--- config.mk ---
export PLATFORM = sky130hd
export DESIGN_NAME = mtr_fault_mgr
export DESIGN_NICKNAME = d
export VERILOG_FILES = /design/src/core/mtr_fault_pkg.sv /design/src/core/speed_pulse_gen.sv /design/src/core/mtr_fault_mgr.sv
export SDC_FILE = /design/constraint.sdc
export NUM_CORES = 1
export LEC_CHECK = 0
export BUFFER_PORTS_ARGS = -buffer_cell sky130_fd_sc_hd__buf_4
export CORE_ASPECT_RATIO = 0.75
export CORE_MARGIN = 4
export CORE_UTILIZATION = 35
export CTS_BUF_LIST = sky130_fd_sc_hd__clkbuf_4 sky130_fd_sc_hd__clkbuf_8
export CTS_CLUSTER_DIAMETER = 150
export DETAILED_ROUTE_END_ITERATION = 10
export GPL_ROUTABILITY_DRIVEN = 0
export PLACE_DENSITY = 0.6
export RECOVER_POWER = 50
export SLEW_MARGIN = 15
export SYNTH_ARGS = -nofsm -noshare
export SYNTH_HDL_FRONTEND = slang
export SYNTH_SLANG_ARGS = --single-unit
--- constraint.sdc ---
create_clock -name clk_sys_in -period 4.5 [get_ports clk_sys_in]
set_input_delay 0.675 -clock clk_sys_in [delete_from_list [all_inputs] [get_ports clk_sys_in]]
set_output_delay 0.675 -clock clk_sys_in [all_outputs]
set_load 0.01 [all_outputs]
--- src/core/mtr_fault_pkg.sv ---
// Constants, field layout and types for the motor fault manager.
// Assumes a 100 MHz system clock and a 32-bit AXI4-Lite register bus.
package mtr_fault_pkg;

  // Clock and timing
  localparam int CLK_PERIOD_NS = 10;
  localparam int T_RST_MIN_NS  = 1000;
  localparam int RST_MIN_CYC   = (T_RST_MIN_NS + CLK_PERIOD_NS - 1) / CLK_PERIOD_NS;
  localparam int T_RETRY_US    = 5000;
  localparam int RETRY_CYC     = T_RETRY_US * 1000 / CLK_PERIOD_NS;
  localparam int T_LK_RETRY_US = 5000;
  localparam int LK_RETRY_CYC  = T_LK_RETRY_US * 1000 / CLK_PERIOD_NS;
  localparam int T_LK_DET_US   = 1000000;
  localparam int LK_DET_CYC    = T_LK_DET_US * 1000 / CLK_PERIOD_NS;

  // Register byte addresses
  localparam logic [7:0] ADDR_CTRL   = 8'h00;
  localparam logic [7:0] ADDR_STATUS = 8'h04;
  localparam logic [7:0] ADDR_CLEAR  = 8'h08;

  // Control register fields
  localparam int CTRL_W        = 12;
  localparam int CTRL_OVERVOLTAGE_PROTECT_EN   = 0;
  localparam int CTRL_SER_DIS  = 1;
  localparam int CTRL_THERMAL_WARNING_REPORT_EN  = 2;
  localparam int CTRL_OCP_LSB  = 3;
  localparam int CTRL_LOCK_LSB = 5;
  localparam int CTRL_FG_LSB   = 7;
  localparam int CTRL_ADV_LSB  = 9;
  localparam logic [CTRL_W-1:0] CTRL_RESET = 12'h000;

  // Status register fields
  localparam int ST_POWER_ON_STATUS_BIT = 0;
  localparam int ST_CPUV = 1;
  localparam int ST_OV   = 2;
  localparam int ST_OCP  = 3;
  localparam int ST_BKUV = 4;
  localparam int ST_BKOC = 5;
  localparam int ST_SER  = 6;
  localparam int ST_OTP  = 7;
  localparam int ST_LOCK = 8;
  localparam int ST_OTW  = 9;
  localparam int ST_OTS  = 10;
  localparam int ST_FLT  = 11;
  localparam int ST_FET  = 12;

  // Positions inside the synchronised input vector
  localparam int SY_VMUV = 0;
  localparam int SY_AVUV = 1;
  localparam int SY_BKUV = 2;
  localparam int SY_CPUV = 3;
  localparam int SY_OV   = 4;
  localparam int SY_OTP  = 5;
  localparam int SY_OTW  = 6;
  localparam int SY_OTSD = 7;
  localparam int SY_BKOC = 8;
  localparam int SY_SLP  = 9;
  localparam int SY_OCP  = 10;
  localparam int SY_ADV  = 16;
  localparam int SY_HW   = 19;
  localparam int SY_W    = 20;

  // Fault response selections
  typedef enum logic [1:0] {
    RESP_LATCH  = 2'b00,
    RESP_RETRY  = 2'b01,
    RESP_REPORT = 2'b10,
    RESP_NONE   = 2'b11
  } resp_t;

  // Protection handler states
  typedef enum logic [1:0] {
    P_OK     = 2'b00,
    P_LATCH  = 2'b01,
    P_RETRY  = 2'b11,
    P_REPORT = 2'b10
  } prot_t;

endpackage

--- src/core/speed_pulse_gen.sv ---
// Speed feedback pulse generator from the three Hall inputs.
// Assumes Hall inputs are asynchronous; output is an open-drain enable.
`timescale 1ns/100ps
module speed_pulse_gen
  import mtr_fault_pkg::*;
(
  // Clock and reset
  input  wire logic       clk_sys_in,
  input  wire logic       nrst_in,
  // Hall inputs and division select
  input  wire logic [2:0] hall_in,
  input  wire logic [1:0] div_sel_in,
  // Edge pulse and open-drain enable
  output logic            hall_edge_out,
  output logic            speed_oe_out
);

  typedef struct packed {
    logic [2:0] s1;
    logic [2:0] s2;
    logic [2:0] prev;
    logic [2:0] cnt;
    logic       lvl;
    logic       oe;
    logic       edge_p;
  } sp_t;

  sp_t st_ff, nxt_st;

  // Synchronise, detect any Hall change, divide and toggle
  always_comb begin
    nxt_st        = st_ff;
    nxt_st.s1     = hall_in;
    nxt_st.s2     = st_ff.s1;
    nxt_st.prev   = st_ff.s2;
    nxt_st.edge_p = |(st_ff.s2 ^ st_ff.prev);
    if (nxt_st.edge_p) begin
      if (st_ff.cnt >= 3'((4'd1 << div_sel_in) - 4'd1)) begin
        nxt_st.cnt = 3'd0;
        nxt_st.lvl = ~st_ff.lvl;
      end else begin
        nxt_st.cnt = st_ff.cnt + 3'd1;
      end
    end
    nxt_st.oe = ~nxt_st.lvl;
  end

  // State register
  always_ff @(posedge clk_sys_in or negedge nrst_in) begin
    if (!nrst_in) begin
      st_ff <= '{s1: 3'h0, s2: 3'h0, prev: 3'h0, cnt: 3'h0, lvl: 1'b1,
                 oe: 1'b0, edge_p: 1'b0};
    end else begin
      st_ff <= nxt_st;
    end
  end

  assign hall_edge_out = st_ff.edge_p;
  assign speed_oe_out  = st_ff.oe;

endmodule

--- src/core/mtr_fault_mgr.sv ---
// Fault supervision, fault pin, advance angle and speed feedback.
// Assumes comparator inputs are asynchronous and an AXI4-Lite master.
//
// The implementer's own choices: the AXI4-Lite register port and the placing of the registers.
`timescale 1ns/100ps
module mtr_fault_mgr
  import mtr_fault_pkg::*;
#(
  parameter int unsigned RETRY_CYCLES    = RETRY_CYC,
  parameter int unsigned LK_RETRY_CYCLES = LK_RETRY_CYC,
  parameter int unsigned LK_DET_CYCLES   = LK_DET_CYC
) (
  // Clock and reset
  input  wire logic        clk_sys_in,
  input  wire logic        nrst_in,
  // AXI4-Lite write channels
  input  wire logic [7:0]  s_axi_awaddr_in,
  input  wire logic        s_axi_awvalid_in,
  output logic             s_axi_awready_out,
  input  wire logic [31:0] s_axi_wdata_in,
  input  wire logic [3:0]  s_axi_wstrb_in,
  input  wire logic        s_axi_wvalid_in,
  output logic             s_axi_wready_out,
  output logic [1:0]       s_axi_bresp_out,
  output logic             s_axi_bvalid_out,
  input  wire logic        s_axi_bready_in,
  // AXI4-Lite read channels
  input  wire logic [7:0]  s_axi_araddr_in,
  input  wire logic        s_axi_arvalid_in,
  output logic             s_axi_arready_out,
  output logic [31:0]      s_axi_rdata_out,
  output logic [1:0]       s_axi_rresp_out,
  output logic             s_axi_rvalid_out,
  input  wire logic        s_axi_rready_in,
  // Comparator and pin inputs, asynchronous
  input  wire logic [9:0]  cmp_in,
  input  wire logic [5:0]  fet_ocp_in,
  input  wire logic [2:0]  adv_level_in,
  input  wire logic        hw_variant_in,
  input  wire logic [2:0]  hall_in,
  // Serial interface error pulse, same clock
  input  wire logic        serial_err_in,
  // Drive control outputs
  output logic             bridge_hiz_out,
  output logic             pump_en_out,
  output logic             logic_en_out,
  output logic             regulator_en_out,
  output logic             fault_out_n,
  output logic [2:0]       advance_angle_out,
  output logic             speed_pulse_oe_out
);

  typedef struct packed {
    logic [SY_W-1:0]   s1;
    logic [SY_W-1:0]   s2;
    logic              awrdy;
    logic              aw_ok;
    logic [7:0]        aw_a;
    logic              wrdy;
    logic              w_ok;
    logic [31:0]       w_d;
    logic [3:0]        w_s;
    logic              bvalid;
    logic [1:0]        bresp;
    logic              arrdy;
    logic              rvalid;
    logic [1:0]        rresp;
    logic [31:0]       rdata;
    logic [CTRL_W-1:0] ctrl;
    logic              clr;
    logic              power_on_status_bit;
    logic              cpuvf;
    logic              ovf;
    logic              ocpf;
    logic [5:0]        fetf;
    logic              bkuvf;
    logic              bkocf;
    logic              serf;
    logic              otpf;
    logic              lockf;
    logic              otwf;
    logic              otsf;
    prot_t             ocp_st;
    prot_t             lk_st;
    logic [31:0]       ocp_cnt;
    logic [31:0]       lk_cnt;
    logic [31:0]       bk_cnt;
    logic              bk_retry;
    logic [31:0]       stall_cnt;
    logic [31:0]       slp_cnt;
    logic              hiz;
    logic              pump_en;
    logic              logic_en;
    logic              reg_en;
    logic              fault_n;
    logic [2:0]        adv;
  } st_t;

  st_t st_ff, nxt_st;

  logic hall_edge;
  logic slp_clr;
  logic clear_any;
  logic hw;
  logic ov_en;
  logic logic_off;
  logic ocp_any;
  logic lk_evt;
  resp_t overcurrent_response_sel;
  resp_t lk_mode;
  logic [1:0] fg_sel;

  // Response select used by both handlers
  function automatic resp_t eff_mode(input logic hw_v, input logic [1:0] fld);
    eff_mode = hw_v ? RESP_LATCH : resp_t'(fld);
  endfunction

  // Hall speed pulse output and edge detection
  speed_pulse_gen u_speed (
    .clk_sys_in    (clk_sys_in),
    .nrst_in       (nrst_in),
    .hall_in       (hall_in),
    .div_sel_in    (fg_sel),
    .hall_edge_out (hall_edge),
    .speed_oe_out  (speed_pulse_oe_out)
  );

  // Effective settings and qualified events
  always_comb begin
    hw        = st_ff.s2[SY_HW];
    ov_en     = hw | st_ff.ctrl[CTRL_OVERVOLTAGE_PROTECT_EN];
    overcurrent_response_sel  = eff_mode(hw, st_ff.ctrl[CTRL_OCP_LSB +: 2]);
    lk_mode   = eff_mode(hw, st_ff.ctrl[CTRL_LOCK_LSB +: 2]);
    fg_sel    = hw ? 2'b00 : st_ff.ctrl[CTRL_FG_LSB +: 2];
    logic_off = st_ff.s2[SY_VMUV] | st_ff.s2[SY_AVUV];
    ocp_any   = |st_ff.s2[SY_OCP +: 6];
    slp_clr   = st_ff.s2[SY_SLP] && (st_ff.slp_cnt >= 32'(RST_MIN_CYC));
    clear_any = st_ff.clr | slp_clr;
    lk_evt    = st_ff.stall_cnt >= 32'(LK_DET_CYCLES - 1);
  end

  // Next state: bus slave, fault handlers and outputs
  always_comb begin
    nxt_st     = st_ff;
    nxt_st.s1  = {hw_variant_in, adv_level_in, fet_ocp_in, cmp_in};
    nxt_st.s2  = st_ff.s1;
    nxt_st.clr = 1'b0;

    // Write address and data taken in either order
    if (s_axi_awvalid_in && st_ff.awrdy) begin
      nxt_st.aw_ok = 1'b1;
      nxt_st.aw_a  = s_axi_awaddr_in;
    end
    if (s_axi_wvalid_in && st_ff.wrdy) begin
      nxt_st.w_ok = 1'b1;
      nxt_st.w_d  = s_axi_wdata_in;
      nxt_st.w_s  = s_axi_wstrb_in;
    end
    if (st_ff.aw_ok && st_ff.w_ok) begin
      nxt_st.aw_ok  = 1'b0;
      nxt_st.w_ok   = 1'b0;
      nxt_st.bvalid = 1'b1;
      nxt_st.bresp  = 2'b00;
      if (st_ff.aw_a == ADDR_CTRL) begin
        if (st_ff.w_s[0]) nxt_st.ctrl[7:0] = st_ff.w_d[7:0];
        if (st_ff.w_s[1]) nxt_st.ctrl[CTRL_W-1:8] = st_ff.w_d[CTRL_W-1:8];
      end else if (st_ff.aw_a == ADDR_CLEAR) begin
        nxt_st.clr = st_ff.w_s[0] & st_ff.w_d[0];
      end else if (st_ff.aw_a != ADDR_STATUS) begin
        nxt_st.bresp = 2'b10;
      end
    end
    if (st_ff.bvalid && s_axi_bready_in) begin
      nxt_st.bvalid = 1'b0;
    end
    nxt_st.awrdy = !nxt_st.aw_ok && !nxt_st.bvalid && !(st_ff.aw_ok && st_ff.w_ok);
    nxt_st.wrdy  = !nxt_st.w_ok && !nxt_st.bvalid && !(st_ff.aw_ok && st_ff.w_ok);

    // Read: one register per aligned word
    if (s_axi_arvalid_in && st_ff.arrdy) begin
      nxt_st.arrdy  = 1'b0;
      nxt_st.rvalid = 1'b1;
      nxt_st.rresp  = 2'b00;
      nxt_st.rdata  = 32'h0000_0000;
      if (s_axi_araddr_in == ADDR_CTRL) begin
        nxt_st.rdata[CTRL_W-1:0] = st_ff.ctrl;
      end else if (s_axi_araddr_in == ADDR_STATUS) begin
        nxt_st.rdata[ST_POWER_ON_STATUS_BIT]      = st_ff.power_on_status_bit;
        nxt_st.rdata[ST_CPUV]      = st_ff.cpuvf;
        nxt_st.rdata[ST_OV]        = st_ff.ovf;
        nxt_st.rdata[ST_OCP]       = st_ff.ocpf;
        nxt_st.rdata[ST_BKUV]      = st_ff.bkuvf;
        nxt_st.rdata[ST_BKOC]      = st_ff.bkocf;
        nxt_st.rdata[ST_SER]       = st_ff.serf;
        nxt_st.rdata[ST_OTP]       = st_ff.otpf;
        nxt_st.rdata[ST_LOCK]      = st_ff.lockf;
        nxt_st.rdata[ST_OTW]       = st_ff.otwf;
        nxt_st.rdata[ST_OTS]       = st_ff.otsf;
        nxt_st.rdata[ST_FLT]       = ~st_ff.fault_n;
        nxt_st.rdata[ST_FET +: 6]  = st_ff.fetf;
      end else if (s_axi_araddr_in != ADDR_CLEAR) begin
        nxt_st.rresp = 2'b10;
      end
    end
    if (st_ff.rvalid && s_axi_rready_in) begin
      nxt_st.rvalid = 1'b0;
      nxt_st.arrdy  = 1'b1;
    end

    // Sleep pin low time, judged on release
    if (!st_ff.s2[SY_SLP]) begin
      if (st_ff.slp_cnt < 32'(RST_MIN_CYC)) nxt_st.slp_cnt = st_ff.slp_cnt + 32'd1;
    end else begin
      nxt_st.slp_cnt = 32'd0;
    end

    nxt_st.power_on_status_bit  = logic_off ? 1'b0 : (clear_any | st_ff.power_on_status_bit);
    nxt_st.cpuvf = st_ff.s2[SY_CPUV] | (st_ff.cpuvf & ~clear_any);
    nxt_st.ovf   = (st_ff.s2[SY_OV] & ov_en) | (st_ff.ovf & ~clear_any);
    nxt_st.bkuvf = st_ff.s2[SY_BKUV] | (st_ff.bkuvf & ~clear_any);
    nxt_st.bkocf = st_ff.s2[SY_BKOC] | (st_ff.bkocf & ~clear_any);
    nxt_st.serf  = (serial_err_in & ~st_ff.ctrl[CTRL_SER_DIS]) | (st_ff.serf & ~clear_any);
    nxt_st.otpf  = st_ff.s2[SY_OTP] | (st_ff.otpf & ~slp_clr);
    nxt_st.otwf  = (st_ff.s2[SY_OTW] & st_ff.ctrl[CTRL_THERMAL_WARNING_REPORT_EN]) | (st_ff.otwf & ~clear_any);
    nxt_st.otsf  = st_ff.s2[SY_OTSD] | (st_ff.otsf & ~clear_any);

    if (ocp_any && overcurrent_response_sel != RESP_NONE) begin
      nxt_st.ocpf = 1'b1;
      nxt_st.fetf = st_ff.fetf | st_ff.s2[SY_OCP +: 6];
    end else if (clear_any) begin
      nxt_st.ocpf = 1'b0;
      nxt_st.fetf = 6'h00;
    end

    case (st_ff.ocp_st)
      P_OK: begin
        nxt_st.ocp_cnt = 32'd0;
        if (ocp_any) begin
          case (overcurrent_response_sel)
            RESP_LATCH:  nxt_st.ocp_st = P_LATCH;
            RESP_RETRY:  nxt_st.ocp_st = P_RETRY;
            RESP_REPORT: nxt_st.ocp_st = P_REPORT;
            default:     nxt_st.ocp_st = P_OK;
          endcase
        end
      end
      P_RETRY: begin
        nxt_st.ocp_cnt = st_ff.ocp_cnt + 32'd1;
        if (st_ff.ocp_cnt >= 32'(RETRY_CYCLES - 1)) nxt_st.ocp_st = P_OK;
      end
      default: begin
        if (!ocp_any && clear_any) nxt_st.ocp_st = P_OK;
      end
    endcase

    // Hall activity watchdog while driving
    if (hall_edge || st_ff.hiz || !st_ff.logic_en || lk_evt) begin
      nxt_st.stall_cnt = 32'd0;
    end else begin
      nxt_st.stall_cnt = st_ff.stall_cnt + 32'd1;
    end
    if (lk_evt && lk_mode != RESP_NONE) begin
      nxt_st.lockf = 1'b1;
    end else if (clear_any) begin
      nxt_st.lockf = 1'b0;
    end

    case (st_ff.lk_st)
      P_OK: begin
        nxt_st.lk_cnt = 32'd0;
        if (lk_evt) begin
          case (lk_mode)
            RESP_LATCH:  nxt_st.lk_st = P_LATCH;
            RESP_RETRY:  nxt_st.lk_st = P_RETRY;
            RESP_REPORT: nxt_st.lk_st = P_REPORT;
            default:     nxt_st.lk_st = P_OK;
          endcase
        end
      end
      P_RETRY: begin
        nxt_st.lk_cnt = st_ff.lk_cnt + 32'd1;
        if (st_ff.lk_cnt >= 32'(LK_RETRY_CYCLES - 1)) nxt_st.lk_st = P_OK;
      end
      default: begin
        if (clear_any) nxt_st.lk_st = P_OK;
      end
    endcase

    if (st_ff.bk_retry) begin
      nxt_st.bk_cnt = st_ff.bk_cnt + 32'd1;
      if (st_ff.bk_cnt >= 32'(RETRY_CYCLES - 1)) nxt_st.bk_retry = 1'b0;
    end else if (st_ff.s2[SY_BKOC]) begin
      nxt_st.bk_retry = 1'b1;
      nxt_st.bk_cnt   = 32'd0;
    end

    nxt_st.logic_en = ~logic_off;
    nxt_st.pump_en  = ~logic_off;
    nxt_st.reg_en   = ~logic_off & ~st_ff.s2[SY_BKUV] & ~nxt_st.bk_retry;
    nxt_st.hiz = logic_off | st_ff.s2[SY_CPUV] | (st_ff.s2[SY_OV] & ov_en)
               | nxt_st.ocp_st == P_LATCH | nxt_st.ocp_st == P_RETRY
               | nxt_st.lk_st == P_LATCH | nxt_st.lk_st == P_RETRY
               | nxt_st.otpf | st_ff.s2[SY_OTSD];
    nxt_st.fault_n = ~(st_ff.s2[SY_CPUV] | (st_ff.s2[SY_OV] & ov_en)
               | st_ff.s2[SY_BKUV] | nxt_st.bk_retry | nxt_st.serf | nxt_st.otpf
               | nxt_st.ocp_st != P_OK | nxt_st.lk_st != P_OK
               | (st_ff.s2[SY_OTW] & st_ff.ctrl[CTRL_THERMAL_WARNING_REPORT_EN]) | st_ff.s2[SY_OTSD]);
    nxt_st.adv = hw ? st_ff.s2[SY_ADV +: 3] : st_ff.ctrl[CTRL_ADV_LSB +: 3];
  end

  // State register, constants only under reset
  always_ff @(posedge clk_sys_in or negedge nrst_in) begin
    if (!nrst_in) begin
      st_ff          <= '0;
      st_ff.awrdy    <= 1'b1;
      st_ff.wrdy     <= 1'b1;
      st_ff.arrdy    <= 1'b1;
      st_ff.ctrl     <= CTRL_RESET;
      st_ff.hiz      <= 1'b1;
      st_ff.fault_n  <= 1'b1;
      st_ff.s1[SY_SLP] <= 1'b1;
      st_ff.s2[SY_SLP] <= 1'b1;
    end else begin
      st_ff <= nxt_st;
    end
  end

  // Outputs straight from the state register
  assign s_axi_awready_out = st_ff.awrdy;
  assign s_axi_wready_out  = st_ff.wrdy;
  assign s_axi_bvalid_out  = st_ff.bvalid;
  assign s_axi_bresp_out   = st_ff.bresp;
  assign s_axi_arready_out = st_ff.arrdy;
  assign s_axi_rvalid_out  = st_ff.rvalid;
  assign s_axi_rresp_out   = st_ff.rresp;
  assign s_axi_rdata_out   = st_ff.rdata;
  assign bridge_hiz_out    = st_ff.hiz;
  assign pump_en_out       = st_ff.pump_en;
  assign logic_en_out      = st_ff.logic_en;
  assign regulator_en_out  = st_ff.reg_en;
  assign fault_out_n       = st_ff.fault_n;
  assign advance_angle_out = st_ff.adv;
endmodule

==> Yosys cells after proc, flatten, opt, wreduce, memory -nomap -nowiden <==
Cells that the tools add are included.
{ "word_totals": {"out_inout_bits": 50, "reg_bits": 330} }
{ "classes": {"n_lt_le_gt_ge": 7, "eq_ne": 16, "n_mux": 50, "reduce_logical": 42, "n_bitwise": 55, "addsub": 7, "shift": 1} }
{ "ops": {"columns": ["operator", "n"], "rows": [
  ["$add 32x1->32 const B", 5],
  ["$pmux 32 s2", 2],
  ["$ge 32x19->1 const B", 3],
  ["$mux 32", 3],
  ["$mux 33", 2],
  ["$mux 37", 1],
  ["$mux 36", 1],
  ["$ge 32x27->1 const B", 1],
  ["$ge 32x7->1 const B", 1],
  ["$lt 32x7->1 const B", 1],
  ["$mux 2", 16],
  ["$or 1x1->1", 29],
  ["$mux 18", 1],
  ["$reduce_bool 2->1", 9],
  ["$logic_not 8->1", 2],
  ["$and 1x1->1", 14],
  ["$logic_and 1x1->1", 14],
  ["$mux 7", 2],
  ["$eq 2x2->1 const B", 6],
  ["$mux 1", 12],
  ["$mux 12", 1],
  ["$pmux 2 s3", 2],
  ["$not 1->1", 10],
  ["$mux 3", 3],
  ["other kinds (21)", 37]
]} }

==> Depth between registers and ports, before layout <==
{ "depth": {"depth_word": 13, "depth_mapped": 11, "depth_no_buf": 9} }

==> Cells and area by module <==
Synthesis repeated with hierarchy kept, for this count alone.
{ "hier_totals": {"hier_cells": 1195, "hier_area_um2": 13160.1} }
{ "by_module_without_submodules": {"columns": ["module", "cells_each", "n_inst", "seq_area_each_um2", "area_per_inst_um2"], "rows": [
  ["mtr_fault_mgr", 1153, 1, 7290.7, 12549.5],
  ["speed_pulse_gen", 42, 1, 376.6, 610.6]
]} }

==> Worst setup path before layout <==
Ideal clock, no wire load.
{ "synth_timing": {"path_kind": "register to register", "from": "register st_ff[171] (netlist bit)", "to": "register st_ff[168] (netlist bit)", "path_stages_with_launch": 10, "arrival_ns": 2.305, "path_slack_ns": 2.064, "t_required_ns": 4.368, "cell_sequence": "dfrtp_1 -> inv_1 -> ha_1 -> and3b_1 -> and3_1 -> nand2_1 -> nor4_1 -> nand4_1 -> xor2_1 -> nor2_1"} }
{ "synth_via": {"elab_chain_len": 2, "word_cells_on_any_way": 4} }
{ "synth_rtl": {"columns": ["item", "line", "source"], "rows": [
  ["from (decl)", "mtr_fault_mgr.sv:99", "st_t st_ff, nxt_st;"],
  ["from (signal assigned)", "mtr_fault_mgr.sv:324", "st_ff <= nxt_st;"],
  ["$eq 2x2->1 / $logic_not 2->1 (equally long branches)", "mtr_fault_mgr.sv:235", "case (st_ff.ocp_st)"],
  ["$pmux 32 s2 / $reduce_bool 2->1 (equally long branches)", null, null]
]} }
Parallel ways exist; a longest one is shown, timed or not.
A chain may end at the register's enable or synchronous reset.

==> reports/results.tsv <==
metric	value	unit
post-route setup TNS	0	ns
cell taking the most area after synthesis	dfrtp_1	
Place WS	1.41	ns
unrepaired setup endpoints after global routing	no	
critical-path cell list	clkbuf_1 > or2_2 > o41ai_2 > buf_4 > o21ai_0 > a21oi_1 > or4_1 > or3_1	
Root Driver	clkbuf_8	
clock share of power	40.6	%
Fin Clk Skew	0.0168	ns
Tot GR Track Use	13.1	%
Comb power frac	11.3	%
Total Nets Final	1419	
relative slew slack	-92.1	%
GR Overflow Total	0	
Max IR drop VDD	262	uV
Hold Path Class	input pin to register	
Sw Pwr	1.73	mW
placed cells	1771	
post-synth top area share	56.9	%
switch share	26.3	%
Crit path largest cell delay	1.04	ns
last element of the critical path	bridge_hiz_out$_DFF_PN1_	
top cells by area, synth	dfrtp_1 (57%), nor2_1 (4.1%), mux2_2 (3.3%), xor2_1 (3.2%), nand2_1 (3.0%)	
final worst setup slack	1.09	ns
sequential share of power	48.0	%
Max Cap Violations	1	
# setup viols final	0	
Die Area	0.0407	mm2
sequential share of the synthesized area	58.5	%
reg2reg end	bridge_hiz_out$_DFF_PN1_	
Seq. cell area	0.00767	mm2
Area Growth Syn to Fin	17.1	%
initial antenna violation count	0	
H-tree levels	2	
Die W	231	um
outcome	finished with violations	
final instance area	0.0154	mm2
Post-CTS Setup Repair Bufs	0	
Worst Path Max Fanout	35	
YS warnings	0	
core area	0.0370	mm2
Critical Path Sink Type	register	
Power Density	428	mW/mm2
CP required	5.00	ns
synth unique cells	53	
Synth async-reset ratio	100	%
Max Transition Viols Final	114	
total power draw	6.58	mW
Synth Register Bits	306	
ant diodes	0	
leakage dissipation	6.76	nW
largest net degree at the start of global routing	116	
syn avg cell area	10.8	um2
DRT Wirelength	26500	um
Max Root-Sink Buffers	3	
hold slack	0.207	ns
first-pass GRT wire length	44700	um
via/cell ratio	4.79	
final antenna-violating net count	0	
Reg2Reg Launch Point	st_ff[299]$_DFF_PN1_	
min cycle time layout	3.41	ns
count leader, synth	dfrtp_1	
hold_buf cts	0	
Synth top cells by count	dfrtp_1 (298), nor2_1 (142), nand2_1 (104), o21ai_0 (73), nand3_1 (60)	
critical path arrival	3.91	ns
final worst-path cycle share	75.8	%
Worst setup startpoint	st_ff[299]$_DFF_PN1_	
Detail Placement HPWL	18100	um
FF-to-FF path depth	8	
Critical Path Start Type	register	
DR iter-0 viols	515	
Worst-path clk slew	0.06	ns
IO buf count	94	
r2r setup slk	1.09	ns
multi-input logic area	0.00500	mm2
first-pass detailed-route iteration total	5	
fill cell count	3569	
Clock Latency Late Sink	0.58	ns
internal power	4.85	mW
share of post-route cells with drive strength above 1	18.3	%
Starting Density	35.4	%
clk sinks	306	
final hold violation count	0	
non-filler cells, final	1866	
failing checks	max-capacitance violations, max-slew violations	
Die H	176	um
worst setup path class	register to register	
WL per Instance	14.2	um
Critical-path top delay cell	clkbuf_1	
vias in the first global route	8667	
via count	8934	
post-cts resize count	0	
synthesized netlist cell count	1212	
row count	61	
top_reg_cell synth	dfrtp_1	
Max Freq	293	MHz
worst slew pin tran	2.88	ns
DP Area	0.0142	mm2
Mapped Area	0.0131	mm2
EDFF count, synth	0	
Num CTS Buffers	51	
fin util	41.5	%
drc violations	0	
CTS tree	done	
IO Pins	133	
==> worst max-delay path, delay by kind of cell, from the launching register on <==
family / cells / cell delay (ns)
DFF: 1 / 0.51
and+or+nand+nor: 3 / 1.16
buffers and inverters: 2 / 1.24
AOI/OAI and AO/OA: 3 / 0.40
==> area by class of cell <==
type / instances / share of cell area [%]
timing repair buffer: 103 / 5.13
multi-input combinational: 827 / 32.6
inverter: 31 / 0.758
sequential: 306 / 49.9
clock inverter: 21 / 1.16
clock buffer: 74 / 6.35
tap: 504 / 4.11
==> logic make-up (layout without fill, tap and decap cells) <==
kind of cell / after synthesis / count (layout) / synth area share (%)
simple gates: 493 / 493 / 18.6
flops: 306 / 306 / 58.5
compound gates: 161 / 161 / 7.44
buf+inv: 99 / 229 / 3.98
xor+xnor: 79 / 79 / 5.28
mux: 57 / 57 / 4.71
fa+ha+maj: 16 / 16 / 1.53
other cells: 1 / 21 / 0.0286
==> power groups by stage <==
stage	combinational, mW	clock [mW]	sequential, mW
2_1_floorplan	0.514	0	3.17
3_3_place_gp	0.745	0	3.20
3_5_place_dp	0.760	0	3.21
4_1_cts	0.762	2.77	3.16
5_1_grt	0.839	2.90	3.19
6_report	0.746	2.67	3.16
==> how the worst min path moves through the flow <==
stage,start,endpoint,slack (ns),cells past startpoint
floorplan,nxt_st[309]$_DFF_PN0_,hw$_DFF_PN0_,0.33,0
global placement,u_speed.nxt_st[10]$_DFF_PN0_,u_speed.nxt_st[7]$_DFF_PN0_,0.33,0
detailed placement,nxt_st[308]$_DFF_PN0_,st_ff[308]$_DFF_PN0_,0.34,0
CTS,nrst_in,st_ff[99]$_DFFE_PN0P_,0.14,1
global route,cmp_in[9],nxt_st[299]$_DFF_PN1_,0.15,1
finish,cmp_in[9],nxt_st[299]$_DFF_PN1_,0.21,1
==> registers in the layout, indices dropped and copies added (netlist names), 3 cells and up <==
| register | count |
|---|---|
| st_ff | 238 |
| u_speed.nxt_st | 6 |
| s_axi_rdata_out | 18 |
| nxt_st | 20 |
| advance_angle_out | 3 |
| u_speed.st_ff | 7 |
==> cell usage in the layout (no fill, tap or decap), types with 21 or more instances in the layout <==
cell	count
dfrtp_1	298
inv_1	30
buf_4	76
a21oi_1	30
mux2_2	38
o21ai_0	73
clkbuf_8	67
xor2_1	48
nand4_1	39
nand2_1	104
xnor2_1	31
nor2_1	142
nor3_1	23
nor4_1	21
nor2b_1	33
clkbuf_4	29
conb_1	21
nand3_1	60
==> per-layer routing <==
metal  GRT usage (%)  up-vias  wire, um
met5               0        -         0
met2            19.1      166     11400
met4            3.43        0       479
met3            3.76       40      1500
met1            19.3     4339     13100
li1                -     4389         -
(Power assumes the default switching activity.)
